[config.mk]
export PLATFORM = sky130hd
export DESIGN_NAME = acd_top
export DESIGN_NICKNAME = d
export VERILOG_FILES = /design/src/rtl/acd_pkg.sv /design/src/rtl/acd_top.sv /design/src/rtl/acd_gain.sv
export SDC_FILE = /design/constraint.sdc
export NUM_CORES = 1
export LEC_CHECK = 0
export BUFFER_PORTS_ARGS = -buffer_cell sky130_fd_sc_hd__buf_2
export CAP_MARGIN = 20
export CELL_PAD_IN_SITES_DETAIL_PLACEMENT = 1
export CELL_PAD_IN_SITES_GLOBAL_PLACEMENT = 2
export CORE_MARGIN = 2
export CORE_UTILIZATION = 30
export DETAILED_ROUTE_END_ITERATION = 10
export PLACE_DENSITY = 0.69
export SLEW_MARGIN = 20
export SYNTH_ARGS = -nofsm -noshare
export SYNTH_HDL_FRONTEND = slang
export SYNTH_SLANG_ARGS = --single-unit
[constraint.sdc]
create_clock -name pclk -period 14.7 [get_ports pclk]
set_input_delay 2.94 -clock pclk [delete_from_list [all_inputs] [get_ports pclk]]
set_output_delay 2.94 -clock pclk [all_outputs]
set_load 0.05 [all_outputs]
[src/rtl/acd_pkg.sv]
/*
 * Shared constants and types for the converter control and result DMA.
 * Assumes a single 250 MHz bus clock and APB register access.
 */
package acd_pkg;

    // Clocking and conversion timing
    localparam int PCLK_MHZ = 250;
    localparam int FAST_CONV_MHZ = 6;
    localparam int SLOW_CONV_MHZ = 1;
    localparam int FAST_DIV = PCLK_MHZ / FAST_CONV_MHZ;
    localparam int SLOW_DIV = PCLK_MHZ / SLOW_CONV_MHZ;
    localparam int WARMUP_US = 21;
    localparam int WARMUP_CYCLES = WARMUP_US * PCLK_MHZ;
    localparam int BASE_SAMPLE_CLKS = 32;
    localparam int TOP_PERIOD_SHIFT = 9;

    // Register byte addresses
    localparam logic [31:0] RESULT_ADDR = 32'h4000_D000;
    localparam logic [31:0] CONFIG_ADDR = 32'h4000_D004;
    localparam logic [31:0] OFFSET_ADDR = 32'h4000_D008;
    localparam logic [31:0] GAIN_ADDR = 32'h4000_D00C;
    localparam logic [31:0] DMA_CTRL_ADDR = 32'h4000_D010;
    localparam logic [31:0] DMA_STATE_ADDR = 32'h4000_D014;
    localparam logic [31:0] BUF_BEGIN_ADDR = 32'h4000_D018;
    localparam logic [31:0] BUF_SIZE_ADDR = 32'h4000_D01C;
    localparam logic [31:0] BUF_CUR_ADDR = 32'h4000_D020;
    localparam logic [31:0] BUF_COUNT_ADDR = 32'h4000_D024;

    // Reset values
    localparam logic [15:0] CONFIG_RESET = 16'h1800;
    localparam logic [15:0] OFFSET_RESET = 16'h0000;
    localparam logic [15:0] GAIN_RESET = 16'h8000;

    // Field positions
    localparam int DMA_LOAD_BIT = 0;
    localparam int DMA_WRAP_BIT = 1;
    localparam int DMA_RST_BIT = 4;
    localparam int STAT_ACT_BIT = 0;
    localparam int STAT_OVF_BIT = 1;
    localparam int GAIN_POINT = 15;

    // Input select codes
    localparam int IN_CODES = 12;
    localparam logic [3:0] IN_LAST_PIN = 4'h5;
    localparam logic [3:0] IN_GROUND = 4'h8;
    localparam logic [3:0] IN_HALF_PADS = 4'hB;

    localparam int BUF_ADDR_W = 14;
    localparam int BUF_SIZE_W = 13;

    typedef struct packed {
        logic [2:0] period;
        logic [1:0] reserved_pair;
        logic [3:0] positive_input_sel;
        logic [3:0] negative_input_sel;
        logic slow_clock_sel;
        logic reserved_single;
        logic run;
    } acd_cfg_s;

    typedef struct packed {
        logic valid;
        logic sat;
        logic [15:0] data;
    } acd_result_s;

    typedef enum logic [1:0] {CV_IDLE, CV_WARMUP, CV_CONVERT} acd_conv_e;

endpackage : acd_pkg

[src/rtl/acd_top.sv]
/*
 * Converter control, result correction and result DMA behind an APB slave.
 * Assumes the analog core presents a left-justified raw sample on raw_sample
 * whenever a conversion ends, and a RAM port that accepts one 16-bit write
 * per valid/ready handshake.
 */
`timescale 1ns/1ps

// What this block does
// Result signed, left-justified at bit fifteen
// Period code sets sample clocks, bits
// Software writes zero to reserved bits
// Positive select routes pins, ground, references
// Software avoids reserved input codes
// No ground/half-pads in high range
// Negative select decodes same codes
// Clock bit picks 6 or 1 MHz
// Run bit starts or stops conversions
// First conversion doubled plus 21 us
// Config write while running doubles next
// Signed offset added before gain
// Offset result multiplied by gain
// Gain unsigned, one point fifteen
// DMA reset bit self-clears
// Wrap bit: stop or restart buffer
// Load starts DMA, clears on start
// Overflow when result lands while inactive
// Active status reads engine state
// Buffer size counted in results
// Saturation raises pending event
// Saturated product clamps to limits
module acd_top
    import acd_pkg::*;
#(
    parameter int WARMUP_LEN = WARMUP_CYCLES
) (
    input wire logic pclk,
    input wire logic presetn,
    input wire logic psel,
    input wire logic penable,
    input wire logic pwrite,
    input wire logic [31:0] paddr,
    input wire logic [31:0] pwdata,
    output logic [31:0] prdata,
    output logic pready,
    output logic pslverr,
    output logic [IN_CODES-1:0] positive_route,
    output logic [IN_CODES-1:0] negative_route,
    output logic slow_clock_sel,
    output logic conv_tick,
    output logic conv_busy,
    input wire logic [15:0] raw_sample,
    output logic dma_wr_valid,
    input wire logic dma_wr_ready,
    output logic [BUF_ADDR_W-1:0] dma_wr_addr,
    output logic [15:0] dma_wr_data,
    output logic saturation_pending
);

    acd_cfg_s cfg_r;
    logic [15:0] offset_r;
    logic [15:0] gain_r;
    logic [15:0] result_r;
    logic wrap_mode_sel_r;
    logic buffer_load_r;
    logic buffer_engine_active_r;
    logic buffer_overrun_r;
    logic [BUF_ADDR_W-1:0] buf_begin_r;
    logic [BUF_SIZE_W-1:0] buf_size_r;
    logic [BUF_ADDR_W-1:0] buf_cur_r;
    logic [BUF_SIZE_W-1:0] buf_count_r;
    logic [15:0] pend_data_r;
    logic pend_r;

    acd_conv_e conv_state_r;
    logic [7:0] div_cnt_r;
    logic [15:0] warm_cnt_r;
    logic [13:0] tick_cnt_r;
    logic double_r;
    logic sample_valid_r;
    logic [15:0] sample_r;
    acd_result_s corrected;

    logic wr_en;
    logic rd_hit;
    logic cfg_wr;
    logic dma_ctrl_wr;
    logic engine_reset;
    logic [13:0] conv_len;
    logic [7:0] div_top;
    logic conv_done;
    logic write_done;
    logic last_slot;

    // APB slave: zero wait states
    assign pready = 1'b1;
    assign wr_en = psel & penable & pwrite;
    assign cfg_wr = wr_en && paddr == CONFIG_ADDR;
    assign dma_ctrl_wr = wr_en && paddr == DMA_CTRL_ADDR;
    assign engine_reset = dma_ctrl_wr & pwdata[DMA_RST_BIT];

    always_comb begin
        rd_hit = 1'b1;
        prdata = 32'h0000_0000;
        case (paddr)
            RESULT_ADDR: prdata[15:0] = result_r;
            CONFIG_ADDR: prdata[15:0] = cfg_r;
            OFFSET_ADDR: prdata[15:0] = offset_r;
            GAIN_ADDR: prdata[15:0] = gain_r;
            DMA_CTRL_ADDR: begin
                prdata[DMA_WRAP_BIT] = wrap_mode_sel_r;
                prdata[DMA_LOAD_BIT] = buffer_load_r;
            end
            DMA_STATE_ADDR: begin
                prdata[STAT_OVF_BIT] = buffer_overrun_r;
                prdata[STAT_ACT_BIT] = buffer_engine_active_r;
            end
            BUF_BEGIN_ADDR: prdata[BUF_ADDR_W-1:0] = buf_begin_r;
            BUF_SIZE_ADDR: prdata[BUF_SIZE_W-1:0] = buf_size_r;
            BUF_CUR_ADDR: prdata[BUF_ADDR_W-1:0] = buf_cur_r;
            BUF_COUNT_ADDR: prdata[BUF_SIZE_W-1:0] = buf_count_r;
            default: rd_hit = 1'b0;
        endcase
    end

    assign pslverr = psel & penable & ~rd_hit;

    // Configuration, offset and gain registers
    always_ff @(posedge pclk or negedge presetn) begin
        if (!presetn) begin
            cfg_r <= acd_cfg_s'(CONFIG_RESET);
            offset_r <= OFFSET_RESET;
            gain_r <= GAIN_RESET;
        end else if (wr_en) begin
            case (paddr)
                CONFIG_ADDR: cfg_r <= acd_cfg_s'(pwdata[15:0]);
                OFFSET_ADDR: offset_r <= pwdata[15:0];
                GAIN_ADDR: gain_r <= pwdata[15:0];
                default: cfg_r <= cfg_r;
            endcase
        end
    end

    // Buffer placement registers
    always_ff @(posedge pclk or negedge presetn) begin
        if (!presetn) begin
            buf_begin_r <= '0;
            buf_size_r <= '0;
        end else if (wr_en) begin
            if (paddr == BUF_BEGIN_ADDR) begin
                buf_begin_r <= {pwdata[BUF_ADDR_W-1:1], 1'b0};
            end
            if (paddr == BUF_SIZE_ADDR) begin
                buf_size_r <= pwdata[BUF_SIZE_W-1:0];
            end
        end
    end

    // Input routing: reserved codes leave every route open
    genvar gi;
    generate
        for (gi = 0; gi < IN_CODES; gi++) begin : g_route
            localparam logic [3:0] CODE = 4'(gi);
            localparam bit USED = (CODE <= IN_LAST_PIN) || (CODE >= IN_GROUND);
            assign positive_route[gi] = USED && cfg_r.positive_input_sel == CODE;
            assign negative_route[gi] = USED && cfg_r.negative_input_sel == CODE;
        end
    endgenerate

    assign slow_clock_sel = cfg_r.slow_clock_sel;
    assign conv_busy = conv_state_r != CV_IDLE;

    // Converter clock from the bus clock
    assign div_top = cfg_r.slow_clock_sel ? 8'(SLOW_DIV - 1) : 8'(FAST_DIV - 1);

    always_ff @(posedge pclk or negedge presetn) begin
        if (!presetn) begin
            div_cnt_r <= 8'h00;
            conv_tick <= 1'b0;
        end else begin
            conv_tick <= 1'b0;
            if (conv_state_r != CV_CONVERT || div_cnt_r >= div_top) begin
                div_cnt_r <= 8'h00;
                conv_tick <= conv_state_r == CV_CONVERT;
            end else begin
                div_cnt_r <= div_cnt_r + 8'h01;
            end
        end
    end

    // Converter clocks per conversion
    always_comb begin
        conv_len = 14'(BASE_SAMPLE_CLKS) << cfg_r.period;
        if (double_r) begin
            conv_len = conv_len << 1;
        end
    end

    assign conv_done = conv_state_r == CV_CONVERT && conv_tick
        && tick_cnt_r == conv_len - 14'h0001;

    // Conversion sequencer
    always_ff @(posedge pclk or negedge presetn) begin
        if (!presetn) begin
            conv_state_r <= CV_IDLE;
            warm_cnt_r <= 16'h0000;
            tick_cnt_r <= 14'h0000;
        end else begin
            case (conv_state_r)
                CV_IDLE: begin
                    warm_cnt_r <= 16'h0000;
                    tick_cnt_r <= 14'h0000;
                    if (cfg_wr && pwdata[0]) begin
                        conv_state_r <= CV_WARMUP;
                    end
                end
                CV_WARMUP: begin
                    warm_cnt_r <= warm_cnt_r + 16'h0001;
                    if (warm_cnt_r == 16'(WARMUP_LEN - 1)) begin
                        conv_state_r <= CV_CONVERT;
                    end
                end
                CV_CONVERT: begin
                    if (conv_done || cfg_wr) begin
                        tick_cnt_r <= 14'h0000;
                    end else if (conv_tick) begin
                        tick_cnt_r <= tick_cnt_r + 14'h0001;
                    end
                end
                default: conv_state_r <= CV_IDLE;
            endcase
            if (cfg_wr && !pwdata[0]) begin
                conv_state_r <= CV_IDLE;
            end
        end
    end

    // Doubled length: set on start and on any config write while running
    always_ff @(posedge pclk or negedge presetn) begin
        if (!presetn) begin
            double_r <= 1'b0;
        end else if (cfg_wr) begin
            double_r <= 1'b1;
        end else if (conv_done) begin
            double_r <= 1'b0;
        end
    end

    // Sample capture with low bits masked to the significant width
    always_ff @(posedge pclk or negedge presetn) begin
        if (!presetn) begin
            sample_valid_r <= 1'b0;
            sample_r <= 16'h0000;
        end else begin
            sample_valid_r <= conv_done;
            if (conv_done) begin
                sample_r <= raw_sample & (16'hFFFF << (4'(TOP_PERIOD_SHIFT) - 4'(cfg_r.period)));
            end
        end
    end

    acd_gain u_gain (
        .pclk(pclk),
        .presetn(presetn),
        .in_valid(sample_valid_r),
        .raw(sample_r),
        .offset(offset_r),
        .gain(gain_r),
        .result(corrected)
    );

    always_ff @(posedge pclk or negedge presetn) begin
        if (!presetn) begin
            result_r <= 16'h0000;
            saturation_pending <= 1'b0;
        end else begin
            saturation_pending <= corrected.valid & corrected.sat;
            if (corrected.valid) begin
                result_r <= corrected.data;
            end
        end
    end

    // DMA control bits
    always_ff @(posedge pclk or negedge presetn) begin
        if (!presetn) begin
            wrap_mode_sel_r <= 1'b0;
            buffer_load_r <= 1'b0;
        end else begin
            if (dma_ctrl_wr) begin
                wrap_mode_sel_r <= pwdata[DMA_WRAP_BIT];
            end
            if (engine_reset || buffer_load_r) begin
                buffer_load_r <= 1'b0;
            end else if (dma_ctrl_wr && pwdata[DMA_LOAD_BIT]) begin
                buffer_load_r <= 1'b1;
            end
        end
    end

    assign write_done = dma_wr_valid & dma_wr_ready;
    assign last_slot = buf_count_r + 13'h0001 >= buf_size_r;

    // Result DMA engine
    always_ff @(posedge pclk or negedge presetn) begin
        if (!presetn) begin
            buffer_engine_active_r <= 1'b0;
            buf_cur_r <= '0;
            buf_count_r <= '0;
        end else if (engine_reset) begin
            buffer_engine_active_r <= 1'b0;
            buf_count_r <= '0;
        end else if (buffer_load_r) begin
            buffer_engine_active_r <= 1'b1;
            buf_cur_r <= buf_begin_r;
            buf_count_r <= '0;
        end else if (write_done) begin
            if (!last_slot) begin
                buf_cur_r <= buf_cur_r + 14'h0002;
                buf_count_r <= buf_count_r + 13'h0001;
            end else if (wrap_mode_sel_r) begin
                buf_cur_r <= buf_begin_r;
                buf_count_r <= '0;
            end else begin
                buffer_engine_active_r <= 1'b0;
                buf_count_r <= buf_count_r + 13'h0001;
            end
        end
    end

    // One pending write; a newer result replaces an unsent one
    always_ff @(posedge pclk or negedge presetn) begin
        if (!presetn) begin
            pend_r <= 1'b0;
            pend_data_r <= 16'h0000;
        end else begin
            if (corrected.valid && buffer_engine_active_r && !engine_reset) begin
                pend_r <= 1'b1;
                pend_data_r <= corrected.data;
            end else if (write_done || engine_reset) begin
                pend_r <= 1'b0;
            end
        end
    end

    assign dma_wr_valid = pend_r & buffer_engine_active_r;
    assign dma_wr_addr = buf_cur_r;
    assign dma_wr_data = pend_data_r;

    // Overrun is sticky; a result in the reset cycle still sets it if the engine is already inactive
    always_ff @(posedge pclk or negedge presetn) begin
        if (!presetn) begin
            buffer_overrun_r <= 1'b0;
        end else if (corrected.valid && !buffer_engine_active_r) begin
            buffer_overrun_r <= 1'b1;
        end else if (engine_reset) begin
            buffer_overrun_r <= 1'b0;
        end
    end

endmodule : acd_top

[src/rtl/acd_gain.sv]
/*
 * Offset then gain correction of one raw result, registered output.
 * Assumes the caller holds offset and gain stable around the valid pulse.
 */
`timescale 1ns/1ps
module acd_gain
    import acd_pkg::*;
(
    input wire logic pclk,
    input wire logic presetn,
    input wire logic in_valid,
    input wire logic [15:0] raw,
    input wire logic [15:0] offset,
    input wire logic [15:0] gain,
    output acd_result_s result
);

    logic signed [16:0] sum;
    logic signed [33:0] product;
    logic signed [33:0] scaled;
    logic over_hi;
    logic over_lo;

    always_comb begin
        sum = $signed({raw[15], raw}) + $signed({offset[15], offset});
        product = 34'(sum * $signed({1'b0, gain}));
        scaled = product >>> GAIN_POINT;
        over_hi = scaled > 34'sh0_0000_7FFF;
        over_lo = scaled < -34'sh0_0000_8000;
    end

    always_ff @(posedge pclk or negedge presetn) begin
        if (!presetn) begin
            result <= '0;
        end else begin
            result.valid <= in_valid;
            if (in_valid) begin
                result.sat <= over_hi | over_lo;
                if (over_hi) begin
                    result.data <= 16'h7FFF;
                end else if (over_lo) begin
                    result.data <= 16'h8000;
                end else begin
                    result.data <= scaled[15:0];
                end
            end
        end
    end

endmodule : acd_gain

## Word level (Yosys, flattened, before mapping)

Cells that the tools add are included.

| storage, ports and cells | value |
|---|---|
| register bits | 216 |
| input port bits | 86 |
| output and inout port bits | 93 |
| word-level logic and storage cells | 178 |

| cells by class | value |
|---|---|
| add/subtract/negate cells | 8 |
| $mul | 1 |
| magnitude comparators | 4 |
| equal/unequal tests | 39 |
| shift operators | 2 |
| multiplexer cells | 41 |
| bitwise gates (word level) | 11 |
| reductions and logical operators | 40 |

Operators by type and width:

| kind | number |
|---|---|
| $eq 32x31->1 const B | 10 |
| $mux 14 | 7 |
| $pmux 11 s8 | 1 |
| $mux 13 | 5 |
| $mul 17x17->34 | 1 |
| $eq 4x4->1 const B | 8 |
| $mux 16 | 2 |
| $pmux 16 s2 | 1 |
| $pmux 14 s2 | 1 |
| $pmux 2 s10 | 1 |
| $gt 19x16->1 const B | 1 |
| $lt 19x16->1 const B | 1 |
| $add 16x16->17 | 1 |
| $add 16x1->16 const B | 1 |
| $and 16x16->16 | 1 |
| $eq 16x13->1 const B | 1 |
| $eq 4x2->1 const B | 4 |
| $eq 4x3->1 const B | 4 |
| $mux 8 | 2 |
| $reduce_bool 2->1 | 8 |
| $shl 16x4->16 const A | 1 |
| $mux 1 | 15 |
| $add 14x1->14 const B | 1 |
| $add 14x2->14 const B | 1 |
| other kinds (32) | 67 |

## Depth between registers and ports, before layout

| logic depth | value |
|---|---|
| word-level depth | 8 |
| gate-level depth with buffers | 36 |
| gate-level depth less buffers | 33 |

## Cells and area by module

Synthesis repeated with hierarchy kept, for this count alone.

| unflattened totals | value |
|---|---|
| cells, all modules | 2447 |
| area, all modules | 22984.5 um2 |

Modules (own cells, without submodules):

| module | times used | cells each | area an instance (um2) | seq. area each (um2) |
|---|---|---|---|---|
| acd_gain | 1 | 1347 | 11910.2 | 450.4 |
| acd_top | 1 | 1100 | 11074.4 | 4933.5 |

## Least setup slack after synthesis

Ideal clock, no wire load.

| timing path | value |
|---|---|
| path kind | register -> register |
| start | register offset_r[0] |
| end | register u_gain.result[11] (netlist bit) |
| setup time | 0.077 ns |
| arrival | 8.478 ns |
| data required time | 14.623 ns |
| setup slack | 6.144 ns |
| stages on the path, launching flop included | 35 |
| clock period less this slack | 8.556 ns |
| path through | dfrtp_1 -> ha_1 -> inv_1 -> fa_1 -> nor2b_1 -> o21a_1 -> o21ai_0 -> nand2b_1 -> a31o_2 -> a311o_1 -> and3_1 -> nor2_1 -> clkbuf_1 -> and2_1 -> fa_1 -> fa_1 -> clkbuf_1 -> xnor2_1 -> xnor2_1 -> fa_1 -> fa_1 -> inv_1 -> fa_1 -> inv_1 -> ha_1 -> nand3_1 -> nor3_1 -> a221o_1 -> a211oi_2 -> o211ai_2 -> a21bo_1 -> a211oi_4 -> buf_4 -> o21ai_0 -> a21oi_1 |

| between the ends | value |
|---|---|
| word-level cells in the longest chain between the ends | 5 |
| elaborated cells between the ends (all ways) | 6 |
| those cells by class | 1 x add/sub; 1 x mul; 2 x order compare; 2 x mux |

RTL lines:

| item | RTL line | RTL |
|---|---|---|
| start: declaration | acd_top.sv:61 | `logic [15:0] offset_r;` |
| start signal: assignment | acd_top.sv:137 | `OFFSET_ADDR: offset_r <= pwdata[15:0];` |
| $add 16x16->17 * | acd_gain.sv:25 | `sum = $signed({raw[15], raw}) + $signed({offset[15], offset});` |
| $mul 17x17->34 * | acd_gain.sv:26 | `product = 34'(sum * $signed({1'b0, gain}));` |
| $lt 19x16->1 | acd_gain.sv:29 | `over_lo = scaled < -34'sh0_0000_8000;` |
| $mux 16 | acd_gain.sv:41 | `end else if (over_lo) begin` |
| $mux 16 * | acd_gain.sv:39 | `if (over_hi) begin` |
| end: declaration | acd_gain.sv:15 | `output acd_result_s result` |

Mark *: on every way between the ends. The rest lies on a longest branch, timed or not.
A chain may end at the register's enable or synchronous reset.

## Worst setup path after layout

| timing path | value |
|---|---|
| start | register offset_r[0] |
| end | register u_gain.result[8] (netlist bit) |

The elaborated chain is that of the path after synthesis.

==> out/qor.csv <==
metric,value,unit
power_density,53.0,nW/um2
start_kind,flip-flop,
die_height,278,um
post_cts_buffers,0,
drc,0,
initialDrtViolationCount,852,
clkSinkCount,215,
fmax,99.9,MHz
hold_depth,1,
hold_start,u_gain.result[16],
critical_path_required,15.07,ns
die-area,77300,um2
root_buffer,clkbuf_16,
syn_avg_cell_area,9.39,um2
holdWs,0.473,ns
numPlacedInstances,3426,
fin_util,0.338,
final_max_slew_viol_count,0,
fp.dieW,278,um
worstMarginPinSlew,1.09,ns
min_period,10.01,ns
status,"complete, no violations",
slowest_stage,a31oi_2,
cp_max_fo,21,
htree_levels,1,
cp-end-kind,flip-flop,
clock_latency,0.58,ns
hpwl,55.8,mm
clkTransAtPathRegs,0.07,ns
power,1330,uW
num_rows,100,
hold_path.class,reg2reg,
max_slew_margin,0.270,
p_leak,0.0127,uW
cts-resized-gates,0,
syn-cell-area,22500,um2
coreArea,74400,um2
yosysTopAreaCellShare,0.239,
slowest_delay,0.78,ns
io_buffers,139,
avgViaCountPerCell,5.02,
rrSetupSlack,4.69,ns
synthArstFlopShare,1.00,
grt_pass1_vias,18986,
overflow,0,
area_growth,11.6,%
irDropWorstVdd,0.0813,mV
cp.depth,32,
track_usage,0.186,
synth-seq-cells,215,
cts_hold_buf,0,
dr.pass1.iters,5,
wirelength,71.1,mm
rsz0062_at_grt,no,
cpMostUsedCell,fa_1,
drive_above_1_share,0.145,
crit_family,adder cells,
numCtsBuffers,26,
cap_violations,0,
clk_path_buf_depth,3,
ys_types,83,
hold_end,saturation_pending,
synth-edff-count,0,
critical_path_arrival,10.38,ns
clock_skew,0.0361,ns
hold_viol,0,
grt_pass1_wl,112,mm
yosysSeqAreaShare,0.239,
reg2reg_to,u_gain.result[8],
gp_congestion,0.858,
r2r_cells,32,
antenna_found_initial,2,
final_cells,3475,
initial_core_util,0.303,
final_nets,2973,
yosys-top-cells-area,"fa_1, dfrtp_1, ha_1",
cts_tree,yes,
synth_top_area_cell,fa_1,
postRouteAntennaNets,0,
r2r-start,offset_r[0],
fin_crit_sh,0.681,
ys_warn_count,0,
fin_tns_setup,0,ns
wl_per_cell,20.5,um
setup_violations,0,
ys.flop_type,dfrtp_1,
grt_max_degree,107,
synth_cells,2401,
n_fill_cell,8564,
io_pins,179,
worst-path-buf-inv,4,
path_class,reg2reg,
via_count,17429,
registers in the layout (all words and copies together) (netlist names), 15 cells and up:
| name | cells |
|---|---|
| result_r | 16 |
| dma_wr_data | 16 |
| cfg_r | 15 |
| gain_r | 16 |
| u_gain.result | 18 |
| warm_cnt_r | 16 |
| offset_r | 16 |
| sample_r | 16 |
cell usage after synthesis (11+ instances only):
master	n
dfrtp_1	212
mux2i_1	18
ha_1	132
a221oi_1	11
nand2_1	263
a222oi_1	12
nor2b_1	24
inv_1	382
nand4_1	22
xor2_1	39
nand2b_1	21
mux2_2	109
nor4_1	14
a22oi_1	16
nor3b_1	14
o21ai_0	80
a21o_1	20
fa_1	269
nor2_1	84
xnor2_1	48
nand3_1	59
a21oi_1	66
clkbuf_1	89
buf_4	25
nor3_1	28
and2_1	128
a2bb2oi_1	11
and3_1	38
final cells by class:
| class | instances | area (um2) | share of cell area |
|---|---|---|---|
| Antenna cell | 1 | 2.50 | 0.0000995 |
| Clock buffer | 35 | 744 | 0.0296 |
| Clock inverter | 12 | 159 | 0.00632 |
| Inverter | 382 | 1430 | 0.0570 |
| Multi-Input combinational cell | 1690 | 15300 | 0.607 |
| Sequential cell | 215 | 5380 | 0.214 |
| Tap cell | 969 | 1210 | 0.0482 |
| Timing Repair Buffer | 171 | 953 | 0.0379 |
per-stage QoR:
stage                     setup WS (ns)  cell area [um2]
after floorplan                    6.14            22600
after global placement             5.03            24200
after detailed placement           4.75            24200
after CTS                          4.70            25100
after global routing               4.07            25100
final                              4.69            25200
cells by family after synthesis:
group | after synthesis | share of synthesized area
AND/OR/NAND/NOR | 733 | 0.164
buffers and inverters | 516 | 0.0918
adder cells (fa/ha/maj) | 404 | 0.314
AO/OA/AOI/OAI | 317 | 0.0952
flip-flops | 215 | 0.239
multiplexers | 127 | 0.0625
XOR/XNOR | 87 | 0.0338
other | 2 | 0.000333
placed cells by master, fill, tap and decap left out, types with 21 or more instances in the layout:
cell         n
a21oi_1     65
and2_1     128
and3_1      38
buf_2      138
buf_4       31
clkbuf_16   26
conb_1      22
dfrtp_1    212
fa_1       269
ha_1       132
inv_1      382
mux2_2     109
nand2_1    263
nand2b_1    21
nand3_1     59
nand4_1     22
nor2_1      83
nor2b_1     24
nor3_1      28
o21ai_0     80
xnor2_1     40
xor2_1      38
power breakdown:
group	leakage, uW	internal, uW	switching (uW)	total, uW
clock network	0.000441	408	283	691
registers	0.00277	592	0.00000136	592
logic	0.00945	9.94	40.1	50.0
metal layers:
metal  up-vias  track usage  wire length [um]
met5         -            0                 0
met4         0       0.0590              2300
met3        86       0.0193              2610
met2       315        0.310             33800
met1      9113        0.253             32400
li1       7915            -                 -
worst max path at each step:
stage	start	endpoint	slack (ns)
after CTS	offset_r[0]	u_gain.result[8]	4.70
after floorplan	offset_r[0]	u_gain.result[11]	6.14
after global placement	offset_r[0]	u_gain.result[1]	5.03
final	offset_r[0]	u_gain.result[8]	4.69
after global routing	offset_r[0]	u_gain.result[8]	4.07
after detailed placement	offset_r[0]	u_gain.result[8]	4.75
Power figures use the tool's default switching activity.
